$ cat config.mk
export PLATFORM = sky130hd
export DESIGN_NAME = dcar_regs
export DESIGN_NICKNAME = d
export VERILOG_FILES = /design/src/common/dcar_pkg.sv /design/src/logic/dcar_averager.sv /design/src/logic/dcar_code_reg.sv /design/src/logic/dcar_regs.sv
export SDC_FILE = /design/constraint.sdc
export NUM_CORES = 1
export LEC_CHECK = 0
export BUFFER_PORTS_ARGS = -buffer_cell sky130_fd_sc_hd__buf_4
export CORE_ASPECT_RATIO = 1.75
export CORE_MARGIN = 10
export CORE_UTILIZATION = 58
export CTS_CLUSTER_DIAMETER = 50
export DETAILED_ROUTE_END_ITERATION = 8
export GPL_TIMING_DRIVEN = 0
export PLACE_DENSITY = 0.81
export SLEW_MARGIN = 25
export SYNTH_ARGS = -nofsm -noshare
export SYNTH_HDL_FRONTEND = slang
export SYNTH_SLANG_ARGS = --single-unit
$ cat constraint.sdc
create_clock -name clock -period 4.2 [get_ports clock]
set_clock_uncertainty 0.2 [all_clocks]
set_input_delay 0.21 -clock clock [delete_from_list [all_inputs] [get_ports clock]]
set_output_delay 0.21 -clock clock [all_outputs]
set_load 0.05 [all_outputs]
$ cat src/common/dcar_pkg.sv
// package for the channel code and converter register bank
// assumes a single 200 MHz clock domain and avalon-mm word addressing
package dcar_pkg;
  localparam int          ADDR_W            = 6;
  localparam int          DATA_W            = 32;
  localparam int          REG_W             = 16;
  // register indices as printed; byte address is four times the index
  localparam logic [5:0]  IDX_CH2_CODE      = 6'h19;
  localparam logic [5:0]  IDX_CH0_CODE      = 6'h1B;
  localparam logic [5:0]  IDX_CH1_CODE      = 6'h1C;
  localparam logic [5:0]  IDX_CONV_CTRL     = 6'h1D;
  localparam logic [5:0]  IDX_CONV_RESULT   = 6'h1E;
  localparam logic [5:0]  IDX_IRQ_STATUS    = 6'h28;
  localparam logic [5:0]  IDX_IRQ_MASK      = 6'h29;
  localparam logic [5:0]  IDX_SAMPLE_IN     = 6'h2A;
  // field layout
  localparam int          CODE_MSB          = 15;
  localparam int          CODE_LSB          = 4;
  localparam int          CONV_EN_BIT       = 13;
  localparam int          AVG_MSB           = 12;
  localparam int          AVG_LSB           = 11;
  localparam int          RSVD_MSB          = 10;
  localparam int          RSVD_LSB          = 1;
  localparam int          START_BIT         = 0;
  localparam int          READY_BIT         = 0;
  localparam int          RES_BITS          = 10;
  // reset values
  localparam logic [15:0] CODE_RESET        = 16'h0000;
  localparam logic [15:0] CTRL_RESET        = 16'h0000;
  localparam logic [9:0]  RSVD_REQUIRED     = 10'h1E0;
  localparam logic [1:0]  IRQ_RESET         = 2'h0;
  // interrupt status bits
  localparam int          IRQ_DONE_BIT      = 0;
  localparam int          IRQ_OVERRUN_BIT   = 1;
  localparam int          IRQ_BITS          = 2;
  localparam logic [31:0] UNMAPPED_READ     = 32'h0000_0000;
  // averaging selections
  typedef enum logic [1:0] {DCAR_AVG4, DCAR_AVG8, DCAR_AVG16, DCAR_AVG32} dcar_avg_t;
endpackage

$ cat src/logic/dcar_averager.sv
// converter sample averager: collects 4..32 samples, then reports the mean
// assumes samples already synchronised; one sample per valid pulse
`timescale 1ns/1ps
`default_nettype none
module dcar_averager
  import dcar_pkg::*;
(
  // clock and reset
  input  wire logic                clock,
  input  wire logic                reset,
  // control
  input  wire logic                start,
  input  wire dcar_avg_t           avg_sel,
  input  wire logic                sample_valid,
  input  wire logic [RES_BITS-1:0] sample,
  // result
  output logic                     busy,
  output logic                     done,
  output logic      [RES_BITS-1:0] mean
);
  logic [RES_BITS+4:0] acc;
  logic [5:0]          count;
  logic [5:0]          target;
  logic [2:0]          shift;
  logic [RES_BITS+4:0] next_acc;

  assign shift    = 3'(avg_sel) + 3'h2;
  assign target   = 6'(6'h01 << shift);
  assign next_acc = acc + (RES_BITS + 5)'(sample);

  always_ff @(posedge clock)
  begin
    if (reset)
    begin
      busy  <= 1'b0;
      done  <= 1'b0;
      acc   <= '0;
      count <= '0;
      mean  <= '0;
    end
    else
    begin
      done <= 1'b0;
      if (start)
      begin
        busy  <= 1'b1;
        acc   <= '0;
        count <= '0;
      end
      else if (busy && sample_valid)
      begin
        acc   <= next_acc;
        count <= count + 6'h01;
        if (count + 6'h01 == target)
        begin
          busy <= 1'b0;
          done <= 1'b1;
          mean <= RES_BITS'(next_acc >> shift);
        end
      end
    end
  end
endmodule
`default_nettype wire

$ cat src/logic/dcar_code_reg.sv
// one channel output-code register with the low ignored bits masked
// assumes write strobe from the same clock domain
`timescale 1ns/1ps
`default_nettype none
module dcar_code_reg
  import dcar_pkg::*;
#(
  parameter int CODE_BITS = 10
)
(
  // clock and reset
  input  wire logic              clock,
  input  wire logic              reset,
  // write port
  input  wire logic              write_en,
  input  wire logic [REG_W-1:0]  write_data,
  // stored code
  output logic      [REG_W-1:0]  code
);
  if (CODE_BITS != 10 && CODE_BITS != 8)
    $error("code width must be 8 or 10");

  localparam logic [REG_W-1:0] KEEP_MASK =
    REG_W'(((1 << CODE_BITS) - 1) << (CODE_MSB + 1 - CODE_BITS));

  always_ff @(posedge clock)
  begin
    if (reset)
      code <= CODE_RESET;
    else if (write_en)
      code <= write_data & KEEP_MASK;
  end
endmodule
`default_nettype wire

$ cat src/logic/dcar_regs.sv
// What this block does
// - three channel code registers, straight binary in bits 15..4, reset zero
// - ten-bit variant uses upper ten bits, eight-bit variant upper eight
// - control bit 13 enables channel 1 conversion, clear disables it
// - bits 12..11 pick 4, 8, 16 or 32 averaged samples
// - writing one to bit 0 starts a conversion while bit 13 is set; bit clears itself
// - ready flag resets high, drops on trigger, rises when result valid
//
// register bank top: avalon-mm slave, converter sequencing, interrupt
// assumes samples arrive from an external converter front end as pins
//
// The Avalon-MM register port was chosen for this implementation.
`timescale 1ns/1ps
`default_nettype none
module dcar_regs
  import dcar_pkg::*;
#(
  parameter int CODE_BITS = 10
)
(
  // clock and reset
  input  wire logic                clock,
  input  wire logic                reset,
  // avalon-mm slave
  input  wire logic [ADDR_W-1:0]   avs_address,
  input  wire logic                avs_read,
  input  wire logic                avs_write,
  input  wire logic [DATA_W-1:0]   avs_writedata,
  input  wire logic [3:0]          avs_byteenable,
  output logic      [DATA_W-1:0]   avs_readdata,
  output logic                     avs_waitrequest,
  // converter sample pins
  input  wire logic                sample_strobe,
  input  wire logic [RES_BITS-1:0] sample_value,
  // analog side controls
  output logic      [REG_W-1:0]    ch0_code,
  output logic      [REG_W-1:0]    ch1_code,
  output logic      [REG_W-1:0]    ch2_code,
  output logic                     converter_enable,
  output logic                     result_ready_flag,
  // interrupt
  output logic                     irq
);
  if (CODE_BITS != 10 && CODE_BITS != 8)
    $error("code width must be 8 or 10");

  ////////////////////////////////////////////////////////////////////////
  // bus handshake: one wait cycle, answer on the second cycle of a request
  logic                acked;
  logic                req;
  logic                take;
  logic [REG_W-1:0]    wdata16;
  logic                lo_en;
  logic                hi_en;

  assign req     = avs_read | avs_write;
  assign take    = req & acked;
  assign wdata16 = avs_writedata[REG_W-1:0];
  assign lo_en   = avs_byteenable[0];
  assign hi_en   = avs_byteenable[1];

  function automatic logic [REG_W-1:0] merge16(input logic [REG_W-1:0] old_v,
                                               input logic [REG_W-1:0] new_v,
                                               input logic lo, input logic hi);
    merge16 = {hi ? new_v[15:8] : old_v[15:8], lo ? new_v[7:0] : old_v[7:0]};
  endfunction

  always_ff @(posedge clock)
  begin
    if (reset)
      acked <= 1'b0;
    else
      acked <= req & ~acked;
  end

  always_ff @(posedge clock)
  begin
    if (reset)
      avs_waitrequest <= 1'b1;
    else
      avs_waitrequest <= ~(req & ~acked);
  end

  ////////////////////////////////////////////////////////////////////////
  // address decode
  logic hit_ch0;
  logic hit_ch1;
  logic hit_ch2;
  logic hit_ctrl;
  logic hit_result;
  logic hit_status;
  logic hit_mask;
  logic hit_sample;

  assign hit_ch0    = avs_address == IDX_CH0_CODE;
  assign hit_ch1    = avs_address == IDX_CH1_CODE;
  assign hit_ch2    = avs_address == IDX_CH2_CODE;
  assign hit_ctrl   = avs_address == IDX_CONV_CTRL;
  assign hit_result = avs_address == IDX_CONV_RESULT;
  assign hit_status = avs_address == IDX_IRQ_STATUS;
  assign hit_mask   = avs_address == IDX_IRQ_MASK;
  assign hit_sample = avs_address == IDX_SAMPLE_IN;

  logic wr_go;
  logic rd_go;
  assign wr_go = take & avs_write;
  assign rd_go = take & avs_read;

  ////////////////////////////////////////////////////////////////////////
  // channel code registers
  logic [REG_W-1:0] code0_q;
  logic [REG_W-1:0] code1_q;
  logic [REG_W-1:0] code2_q;

  dcar_code_reg #(.CODE_BITS(CODE_BITS)) u_code0
  (
    .clock      (clock),
    .reset      (reset),
    .write_en   (wr_go & hit_ch0),
    .write_data (merge16(code0_q, wdata16, lo_en, hi_en)),
    .code       (code0_q)
  );

  dcar_code_reg #(.CODE_BITS(CODE_BITS)) u_code1
  (
    .clock      (clock),
    .reset      (reset),
    .write_en   (wr_go & hit_ch1),
    .write_data (merge16(code1_q, wdata16, lo_en, hi_en)),
    .code       (code1_q)
  );

  dcar_code_reg #(.CODE_BITS(CODE_BITS)) u_code2
  (
    .clock      (clock),
    .reset      (reset),
    .write_en   (wr_go & hit_ch2),
    .write_data (merge16(code2_q, wdata16, lo_en, hi_en)),
    .code       (code2_q)
  );

  always_ff @(posedge clock)
  begin
    if (reset)
    begin
      ch0_code <= CODE_RESET;
      ch1_code <= CODE_RESET;
      ch2_code <= CODE_RESET;
    end
    else
    begin
      ch0_code <= code0_q;
      ch1_code <= code1_q;
      ch2_code <= code2_q;
    end
  end

  ////////////////////////////////////////////////////////////////////////
  // converter control
  logic [REG_W-1:0] ctrl;
  logic [REG_W-1:0] ctrl_merged;
  logic             start_req;

  assign ctrl_merged = merge16(ctrl, wdata16, lo_en, hi_en);
  // start written with a one, only while enabled
  assign start_req   = wr_go & hit_ctrl & lo_en & wdata16[START_BIT] & ctrl_merged[CONV_EN_BIT];

  // reserved bits kept as written; software owns their value
  // start bit is never stored, so it reads zero
  always_ff @(posedge clock)
  begin
    if (reset)
      ctrl <= CTRL_RESET;
    else if (wr_go & hit_ctrl)
      ctrl <= {ctrl_merged[REG_W-1:1], 1'b0};
  end

  always_ff @(posedge clock)
  begin
    if (reset)
      converter_enable <= 1'b0;
    else
      converter_enable <= ctrl[CONV_EN_BIT];
  end

  ////////////////////////////////////////////////////////////////////////
  // sample value passes two flip-flops, the strobe three
  logic                strobe_s1;
  logic                strobe_s2;
  logic                strobe_s3;
  logic [RES_BITS-1:0] value_s1;
  logic [RES_BITS-1:0] value_s2;
  logic                sample_pulse;

  always_ff @(posedge clock)
  begin
    if (reset)
    begin
      strobe_s1 <= 1'b0;
      strobe_s2 <= 1'b0;
      strobe_s3 <= 1'b0;
      value_s1  <= '0;
      value_s2  <= '0;
    end
    else
    begin
      strobe_s1 <= sample_strobe;
      strobe_s2 <= strobe_s1;
      strobe_s3 <= strobe_s2;
      value_s1  <= sample_value;
      value_s2  <= value_s1;
    end
  end

  // value is expected stable around the strobe's rising edge
  assign sample_pulse = strobe_s2 & ~strobe_s3;

  ////////////////////////////////////////////////////////////////////////
  // averaging and result
  logic                avg_busy;
  logic                avg_done;
  logic [RES_BITS-1:0] avg_mean;
  logic [RES_BITS-1:0] result;

  dcar_averager u_avg
  (
    .clock        (clock),
    .reset        (reset),
    .start        (start_req),
    .avg_sel      (dcar_avg_t'(ctrl[AVG_MSB:AVG_LSB])),
    .sample_valid (sample_pulse & converter_enable),
    .sample       (value_s2),
    .busy         (avg_busy),
    .done         (avg_done),
    .mean         (avg_mean)
  );

  always_ff @(posedge clock)
  begin
    if (reset)
      result <= '0;
    else if (avg_done)
      result <= avg_mean;
  end

  // ready falls on trigger, rises on new result
  always_ff @(posedge clock)
  begin
    if (reset)
      result_ready_flag <= 1'b1;
    else if (start_req)
      result_ready_flag <= 1'b0;
    else if (avg_done)
      result_ready_flag <= 1'b1;
  end

  ////////////////////////////////////////////////////////////////////////
  // interrupt: done and overrun (start while busy), cleared on status read
  logic [IRQ_BITS-1:0] irq_status;
  logic [IRQ_BITS-1:0] irq_mask;
  logic [IRQ_BITS-1:0] irq_events;

  assign irq_events = {start_req & avg_busy, avg_done};

  // set wins over the read clear; only bits already returned are cleared
  always_ff @(posedge clock)
  begin
    if (reset)
      irq_status <= IRQ_RESET;
    else if (rd_go & hit_status)
      irq_status <= (irq_status & ~avs_readdata[IRQ_BITS-1:0]) | irq_events;
    else
      irq_status <= irq_status | irq_events;
  end

  always_ff @(posedge clock)
  begin
    if (reset)
      irq_mask <= IRQ_RESET;
    else if (wr_go & hit_mask & lo_en)
      irq_mask <= avs_writedata[IRQ_BITS-1:0];
  end

  always_ff @(posedge clock)
  begin
    if (reset)
      irq <= 1'b0;
    else
      irq <= |(irq_status & irq_mask);
  end

  ////////////////////////////////////////////////////////////////////////
  // read mux
  logic [REG_W-1:0]  result_word;
  logic [DATA_W-1:0] rd_mux;

  // result left aligned, five ignored bits zero
  assign result_word = {result, 5'h00, result_ready_flag};

  always_comb
  begin
    if (hit_ch0)
      rd_mux = DATA_W'(code0_q);
    else if (hit_ch1)
      rd_mux = DATA_W'(code1_q);
    else if (hit_ch2)
      rd_mux = DATA_W'(code2_q);
    else if (hit_ctrl)
      rd_mux = DATA_W'(ctrl);
    else if (hit_result)
      rd_mux = DATA_W'(result_word);
    else if (hit_status)
      rd_mux = DATA_W'(irq_status);
    else if (hit_mask)
      rd_mux = DATA_W'(irq_mask);
    else if (hit_sample)
      rd_mux = DATA_W'({avg_busy, strobe_s2});
    else
      rd_mux = UNMAPPED_READ;
  end

  always_ff @(posedge clock)
  begin
    if (reset)
      avs_readdata <= '0;
    else if (req & ~acked)
      avs_readdata <= rd_mux;
  end
endmodule
`default_nettype wire

==> flow_metrics.py, run 1 <==
metrics = {
    "outcome": {
        "status": "finished clean",
    },
    "floorplan": {
        "io_pins": 141,
        "die_h_um": 169.1,
        "core_area_mm2": 0.01243,
        "die_w_um": 105.2,
        "die_area_mm2": 0.01779,
        "num_rows": 54,
        "initial_utilization_pct": 59.28,
    },
    "sta": {
        "slew_headroom_pct": 43.85,
        "finalHoldViolCount": 0,
        "rsz0062_at_grt": "false",
        "finalCriticalPeriod_ps": 2938,
        "setup_viol": 0,
        "fmax_mhz": 340.4,
        "worst-slew-pin-transition_ps": 835.8,
        "worst_hold_slack_ps": 46.70,
        "final.setup.tns_ps": 0,
        "setup_ws_ps": 1262,
        "finalCritPeriodShare_pct": 69.95,
        "drv_slew": 0,
    },
    "critical_path": {
        "crit_required_ps": 4350,
        "endpoint_kind": "flop",
        "path_class": "reg2reg",
        "crit_arrival_ps": 3080,
        "rr_worst_depth": 9,
        "crit_fanout": 5,
        "crit_path_start_kind": "flop",
    },
    "hold_path": {
        "min_path_cells": 4,
        "hp-class": "in2reg",
    },
    "route": {
        "drc": 0,
        "wl_met2_um": 10970,
        "met3_length_um": 1122,
        "drt-pass1-iter-count": 5,
        "wl_met1_um": 7131,
        "vias_per_cell": 5.472,
        "initialDrtViolationCount": 370,
        "routedWlPerCell_um": 17.71,
        "vias": 6227,
        "totalWireLength_um": 20160,
        "postRouteAntennaNets": 0,
        "dr.max_layer_used": "met4",
    },
    "synthesis": {
        "yosysUniqueCellTypes": 76,
        "syn_area_mm2": 0.007370,
        "ys.flop_type": "dfxtp_1",
        "synth_warnings": 0,
        "synth-seq-cells": 166,
        "ys_seq_area_share_pct": 45.09,
        "synth_edf_count": 0,
        "synth_cells": 791,
        "async_flop_share_pct": 0,
        "syn_avg_cell_area_um2": 9.317,
    },
    "grt": {
        "grt_pass1_wl_um": 31810,
        "overflow": 0,
        "grt_pass1_vias": 6434,
        "antenna_found_initial": 0,
        "grt_usage_pct": 22.03,
        "grt_max_degree": 19,
    },
    "clock_tree": {
        "cts_max_path_buffers": 2,
        "clkLatencyLatePin_ps": 430,
        "root_buffer": "clkbuf_16",
        "cts_resized": 0,
        "cts_buffers": 17,
        "cts_max_level": 4,
        "cts_tree": "built",
        "postCtsHoldBufs": 28,
        "clock_sinks": 166,
        "post_cts_buffers": 0,
        "clk_pin_slew_worst_paths_ps": 70,
    },
    "power": {
        "totalPowerFinal_mw": 3.380,
        "seq_power_share_pct": 47.1,
        "pwr_density_cell_mw_per_mm2": 367.0,
        "ir_drop_mv": 0.3227,
        "combPwrFrac_pct": 7.6,
        "leakage_nw": 3.906,
        "switching_share_pct": 26.81,
        "pwr-share-clk_pct": 45.3,
        "power_switching_mw": 0.9060,
        "intPower_mw": 2.473,
    },
    "placement": {
        "hpwlAfterDp_um": 14620,
        "gp_congestion": 0.9132,
        "dp_cells": 1078,
        "place_area_mm2": 0.008349,
        "io_buffers": 86,
        "pre_cts_ws_ps": 1309,
    },
    "cells_and_area": {
        "nFillCells": 961,
        "design_area_mm2": 0.009208,
        "seqCellArea_mm2": 0.003323,
        "finalNetCount": 1026,
        "drive_gt1_share_pct": 20.41,
        "post-route-util_pct": 74.06,
        "final_cells": 1138,
        "syn_to_final_growth_pct": 24.94,
        "insertedDiodeCount": 0,
        "multi_input_area_mm2": 0.003650,
    },
    "run": {
        "maxCapViolations": 0,
    },
}
cell usage after synthesis, types with 3 or more instances:
library cell	n	area share (%)
mux2i_1	69	9.4
o21ai_0	18	1.2
a22o_1	5	0.59
buf_2	10	0.68
and3_1	5	0.42
ha_1	11	1.9
clkbuf_1	31	1.6
a2bb2oi_1	3	0.36
a221oi_1	10	1.2
xnor2_1	11	1.3
nand2_1	49	2.5
nand4_1	3	0.25
a21o_1	4	0.41
o21a_1	4	0.41
dfxtp_1	166	45
nand3_1	12	0.81
mux4_2	4	1.2
and2_1	4	0.34
nor2b_1	63	5.3
a211oi_2	4	0.68
o211ai_1	3	0.31
buf_6	4	0.61
nand2b_1	7	0.59
a21oi_1	35	2.4
a22oi_1	6	0.61
or2_2	3	0.25
inv_1	7	0.36
buf_4	35	3.6
nand3b_1	3	0.31
buf_1	3	0.15
nor3_1	7	0.48
xor2_1	12	1.4
nor2_1	123	6.3
final timing paths:
kind	from	to	slack, ps
max	u_avg.acc[0]	u_avg.mean[7]	1260
min	avs_address[2]	u_code0.code[15]	50
max reg2reg	u_avg.acc[0]	u_avg.mean[7]	1260
min reg2reg	value_s1[2]	value_s2[2]	230
final cells by class:
| class | count | share of cell area [%] |
|---|---|---|
| inverter | 8 | 0.3261 |
| clock buffer | 17 | 4.620 |
| timing repair buffer | 114 | 10.06 |
| multi-input combinational | 566 | 39.64 |
| sequential | 166 | 36.09 |
| clock inverter | 15 | 1.658 |
| tap | 168 | 2.283 |
| buffer | 84 | 5.327 |
flip-flops by register name, indices dropped and copies added, names as in the netlist, 6 cells and up:
register and cells:
u_code0.code 10, u_code1.code 10, result 10, ch0_code 10
ch2_code 10, avs_readdata 16, ch1_code 10, ctrl 15
value_s2 10, u_avg.count 6, value_s1 10, u_code2.code 10
u_avg.acc 15, u_avg.mean 10
power groups by stage:
stage	Combinational [mW]	Clock (mW)	Sequential, mW
6_report	0.257	1.53	1.59
5_1_grt	0.271	1.60	1.59
4_1_cts	0.251	1.54	1.59
3_5_place_dp	0.229	0	1.63
3_3_place_gp	0.227	0	1.63
2_1_floorplan	0.160	0	1.63
cell families after synthesis:
group / count (synthesis) / share of synthesized area (%)
AO/OA/AOI/OAI: 121 / 11.66
XOR/XNOR: 23 / 2.733
adder cells (fa/ha/maj): 12 / 2.139
buffers and inverters: 92 / 7.063
flip-flops: 166 / 45.09
multiplexers: 75 / 10.90
other: 1 / 0.05088
AND/OR/NAND/NOR: 301 / 20.36
layer usage:
layer | vias up | GRT usage [%]
li1 | 2968 | -
met1 | 2960 | 21.61
met2 | 238 | 40.99
met3 | 61 | 5.019
met4 | 0 | 12.71
met5 | - | 0
critical path, cell delays in order (launching register included):
cell	delay, ps
dfxtp_1	320
ha_1	240
fa_1	410
a21o_1	210
nand4_1	170
a21boi_2	130
o21ai_2	290
xor2_1	160
mux4_2	490
a211oi_2	210
placed cells by master, fill, tap and decap left out, types with 18 or more instances in the layout:
cell / synthesis / routed
clkbuf_1: 31 / 31
a21oi_1: 35 / 35
conb_1: 1 / 34
mux2i_1: 69 / 69
nor2_1: 123 / 123
nand2_1: 49 / 49
nor2b_1: 63 / 63
o21ai_0: 18 / 18
dfxtp_1: 166 / 166
dlygate4sd3_1: 0 / 28
buf_4: 35 / 121
(Power assumes the default switching activity.)
==> run 2: changes to the inputs <==
--- a/config.mk
+++ b/config.mk
@@ -8,11 +8,11 @@
 export BUFFER_PORTS_ARGS = -buffer_cell sky130_fd_sc_hd__buf_4
 export CORE_ASPECT_RATIO = 1.75
 export CORE_MARGIN = 10
-export CORE_UTILIZATION = 58
+export CORE_UTILIZATION = 55
 export CTS_CLUSTER_DIAMETER = 50
 export DETAILED_ROUTE_END_ITERATION = 8
 export GPL_TIMING_DRIVEN = 0
-export PLACE_DENSITY = 0.81
+export PLACE_DENSITY = 0.77
 export SLEW_MARGIN = 25
 export SYNTH_ARGS = -nofsm -noshare
 export SYNTH_HDL_FRONTEND = slang
==> constraint.sdc (replaced) <==
create_clock -name clock -period 3.01 [get_ports clock]
set_clock_uncertainty 0.2 [all_clocks]
set_input_delay 0.1505 -clock clock [delete_from_list [all_inputs] [get_ports clock]]
set_output_delay 0.1505 -clock clock [all_outputs]
set_load 0.05 [all_outputs]
==> run 2 against run 1 <==
Register-to-register slack got worse by 1100 ps. Final area increased by 0.94%. Cell count increased by 0.53%. Die area increased by 4.6%. Non-clock buffer count increased by 3. Sequential power increased by 40%. Sequential cell count unchanged. Largest power group unchanged. Largest cell class unchanged. Setup slack got worse by 1100 ps. Combinational power increased by 41%.
==> flow_metrics.py, run 2 (synthesis gave the netlist of run 1 again) <==
metrics = {
    "outcome": {
        "status": "finished clean",
    },
    "cells_and_area": {
        "nFillCells": 982,
        "insertedDiodeCount": 0,
        "reg_top3": "avs_readdata x16, ctrl x15, u_avg.acc x15",
        "finalNetCount": 1029,
        "top_register": "avs_readdata",
        "layout_common_cells": "166 x dfxtp_1, 123 x nor2_1, 121 x buf_4",
        "drive_gt1_share_pct": 20.45,
        "seqCellArea_mm2": 0.003323,
        "largest_register_ffs": 16,
        "final_common_cell": "dfxtp_1",
        "multi_input_area_mm2": 0.003672,
        "syn_to_final_growth_pct": 26.11,
    },
    "route": {
        "initialDrtViolationCount": 319,
        "totalWireLength_um": 20080,
        "vias": 6130,
        "vias_per_cell": 5.358,
        "postRouteAntennaNets": 0,
        "drc": 0,
        "drt-pass1-iter-count": 5,
        "routedWlPerCell_um": 17.55,
    },
    "placement": {
        "gp_congestion": 0.9046,
        "hpwlAfterDp_um": 14660,
        "io_buffers": 86,
    },
    "sta": {
        "rsz0062_at_grt": "false",
        "final.setup.tns_ps": 0,
        "worst-slew-pin-transition_ps": 779.2,
        "fmax_mhz": 350.7,
        "finalHoldViolCount": 0,
        "slew_headroom_pct": 47.66,
        "finalCritPeriodShare_pct": 94.73,
        "setup_viol": 0,
        "finalCriticalPeriod_ps": 2851,
        "drv_slew": 0,
    },
    "grt": {
        "grt_pass1_vias": 6298,
        "use_met3_pct": 4.989,
        "grt_max_degree": 20,
        "grt_usage_pct": 21.32,
        "overflow": 0,
        "grt_pass1_wl_um": 31800,
        "antenna_found_initial": 0,
        "busiest_layer": "met2",
        "use_met1_pct": 20.55,
        "grt_util_met2_pct": 40.27,
    },
    "clock_tree": {
        "cts_buffers": 17,
        "root_buffer": "clkbuf_16",
        "clkLatencyLatePin_ps": 420,
        "cts_max_path_buffers": 2,
        "post_cts_buffers": 0,
        "cts_tree": "built",
        "clock_sinks": 166,
        "cts_max_level": 4,
        "clk_pin_slew_worst_paths_ps": 70,
    },
    "floorplan": {
        "die_w_um": 107.5,
        "core_area_mm2": 0.01301,
        "io_pins": 141,
        "num_rows": 55,
        "die_h_um": 173.1,
        "initial_utilization_pct": 56.66,
        "die_area_mm2": 0.01861,
    },
    "power": {
        "totalPowerFinal_mw": 4.760,
        "pwr_density_cell_mw_per_mm2": 512.1,
        "leakage_nw": 3.935,
        "ir_drop_mv": 0.4571,
    },
    "critical_path": {
        "path_class": "reg2reg",
        "r2r_start": "u_avg.acc[0]",
        "crit_required_ps": 3150,
        "crit_path_start_kind": "flop",
        "rr_worst_depth": 9,
        "r2r-end": "u_avg.mean[7]",
        "endpoint_kind": "flop",
        "crit_fanout": 3,
        "crit_arrival_ps": 2990,
        "startpoint": "u_avg.acc[0]",
        "timing.reg2reg.setup_slack_ps": 160,
    },
    "hold_path": {
        "min_path_cells": 5,
        "hold_end": "irq_status[1]",
        "worstHoldStart": "avs_read",
        "hp-class": "in2reg",
    },
    "run": {
        "maxCapViolations": 0,
    },
}
==> run 2: per-layer routing <==
| layer | wire, um | part of all wire, % |
|---|---|---|
| met2 | 11290 | 56 |
| met3 | 902 | 4.5 |
| met4 | 714 | 3.6 |
| met1 | 7171 | 36 |
| met5 | 0 | 0 |
==> run 2: area by class of cell <==
cell class / instances / area share [%]
Tap cell: 171 / 2.302
Clock buffer: 17 / 4.577
Buffer: 84 / 5.277
Multi-Input combinational cell: 566 / 39.51
Inverter: 8 / 0.3231
Clock inverter: 15 / 1.966
Timing Repair Buffer: 117 / 10.29
Sequential cell: 166 / 35.76
==> run 2: where the power goes <==
group	switching, mW	internal [mW]	total (mW)
Sequential	0.00720	2.21	2.22
Combinational	0.232	0.131	0.363
Clock	1.05	1.13	2.18
Total	1.29	3.47	4.76
==> run 2: timing repair <==
action	CTS	global route
endpoints found under the hold margin	63	0
endpoints found under the setup margin	0	2
resized for setup	0	3
hold buffers	31	0
==> run 2: worst max-delay path by stage <==
stage / cells after the start / endpoint / slack [ps]
CTS: 9 / u_avg.mean[7] / 120
global placement: 9 / u_avg.mean[7] / 160
detailed placement: 9 / u_avg.mean[7] / 150
global route: 9 / u_avg.mean[7] / 20
floorplan: 9 / u_avg.mean[7] / 380
finish: 9 / u_avg.mean[7] / 160
==> run 2: critical path, stage by stage, from the launching register on <==
cell and delay [ps]:
dfxtp_1 310, ha_1 240, fa_1 410, a21o_1 210, nand4_1 190, a21boi_4 130
o211ai_2 230, xor2_1 120, mux4_2 510, a211oi_2 210
==> run 2: through the flow <==
| stage | instances | hold WS (ps) | cell area [um2] | setup WS (ps) | utilization (%) |
|---|---|---|---|---|---|
| detailed placement | 1081 | 166.0 | 8353 | 152.2 | 64.22 |
| global placement | 1081 | 166.9 | 8353 | 158.6 | 64.22 |
| floorplan | 824 | 78.68 | 7493 | 381.1 | - |
| finish | 1144 | 77.77 | 9294 | 158.6 | 71.46 |
| global route | 1144 | 73.46 | 9294 | 24.07 | 71.46 |
| CTS | 1144 | 50.90 | 9271 | 116.2 | 71.28 |
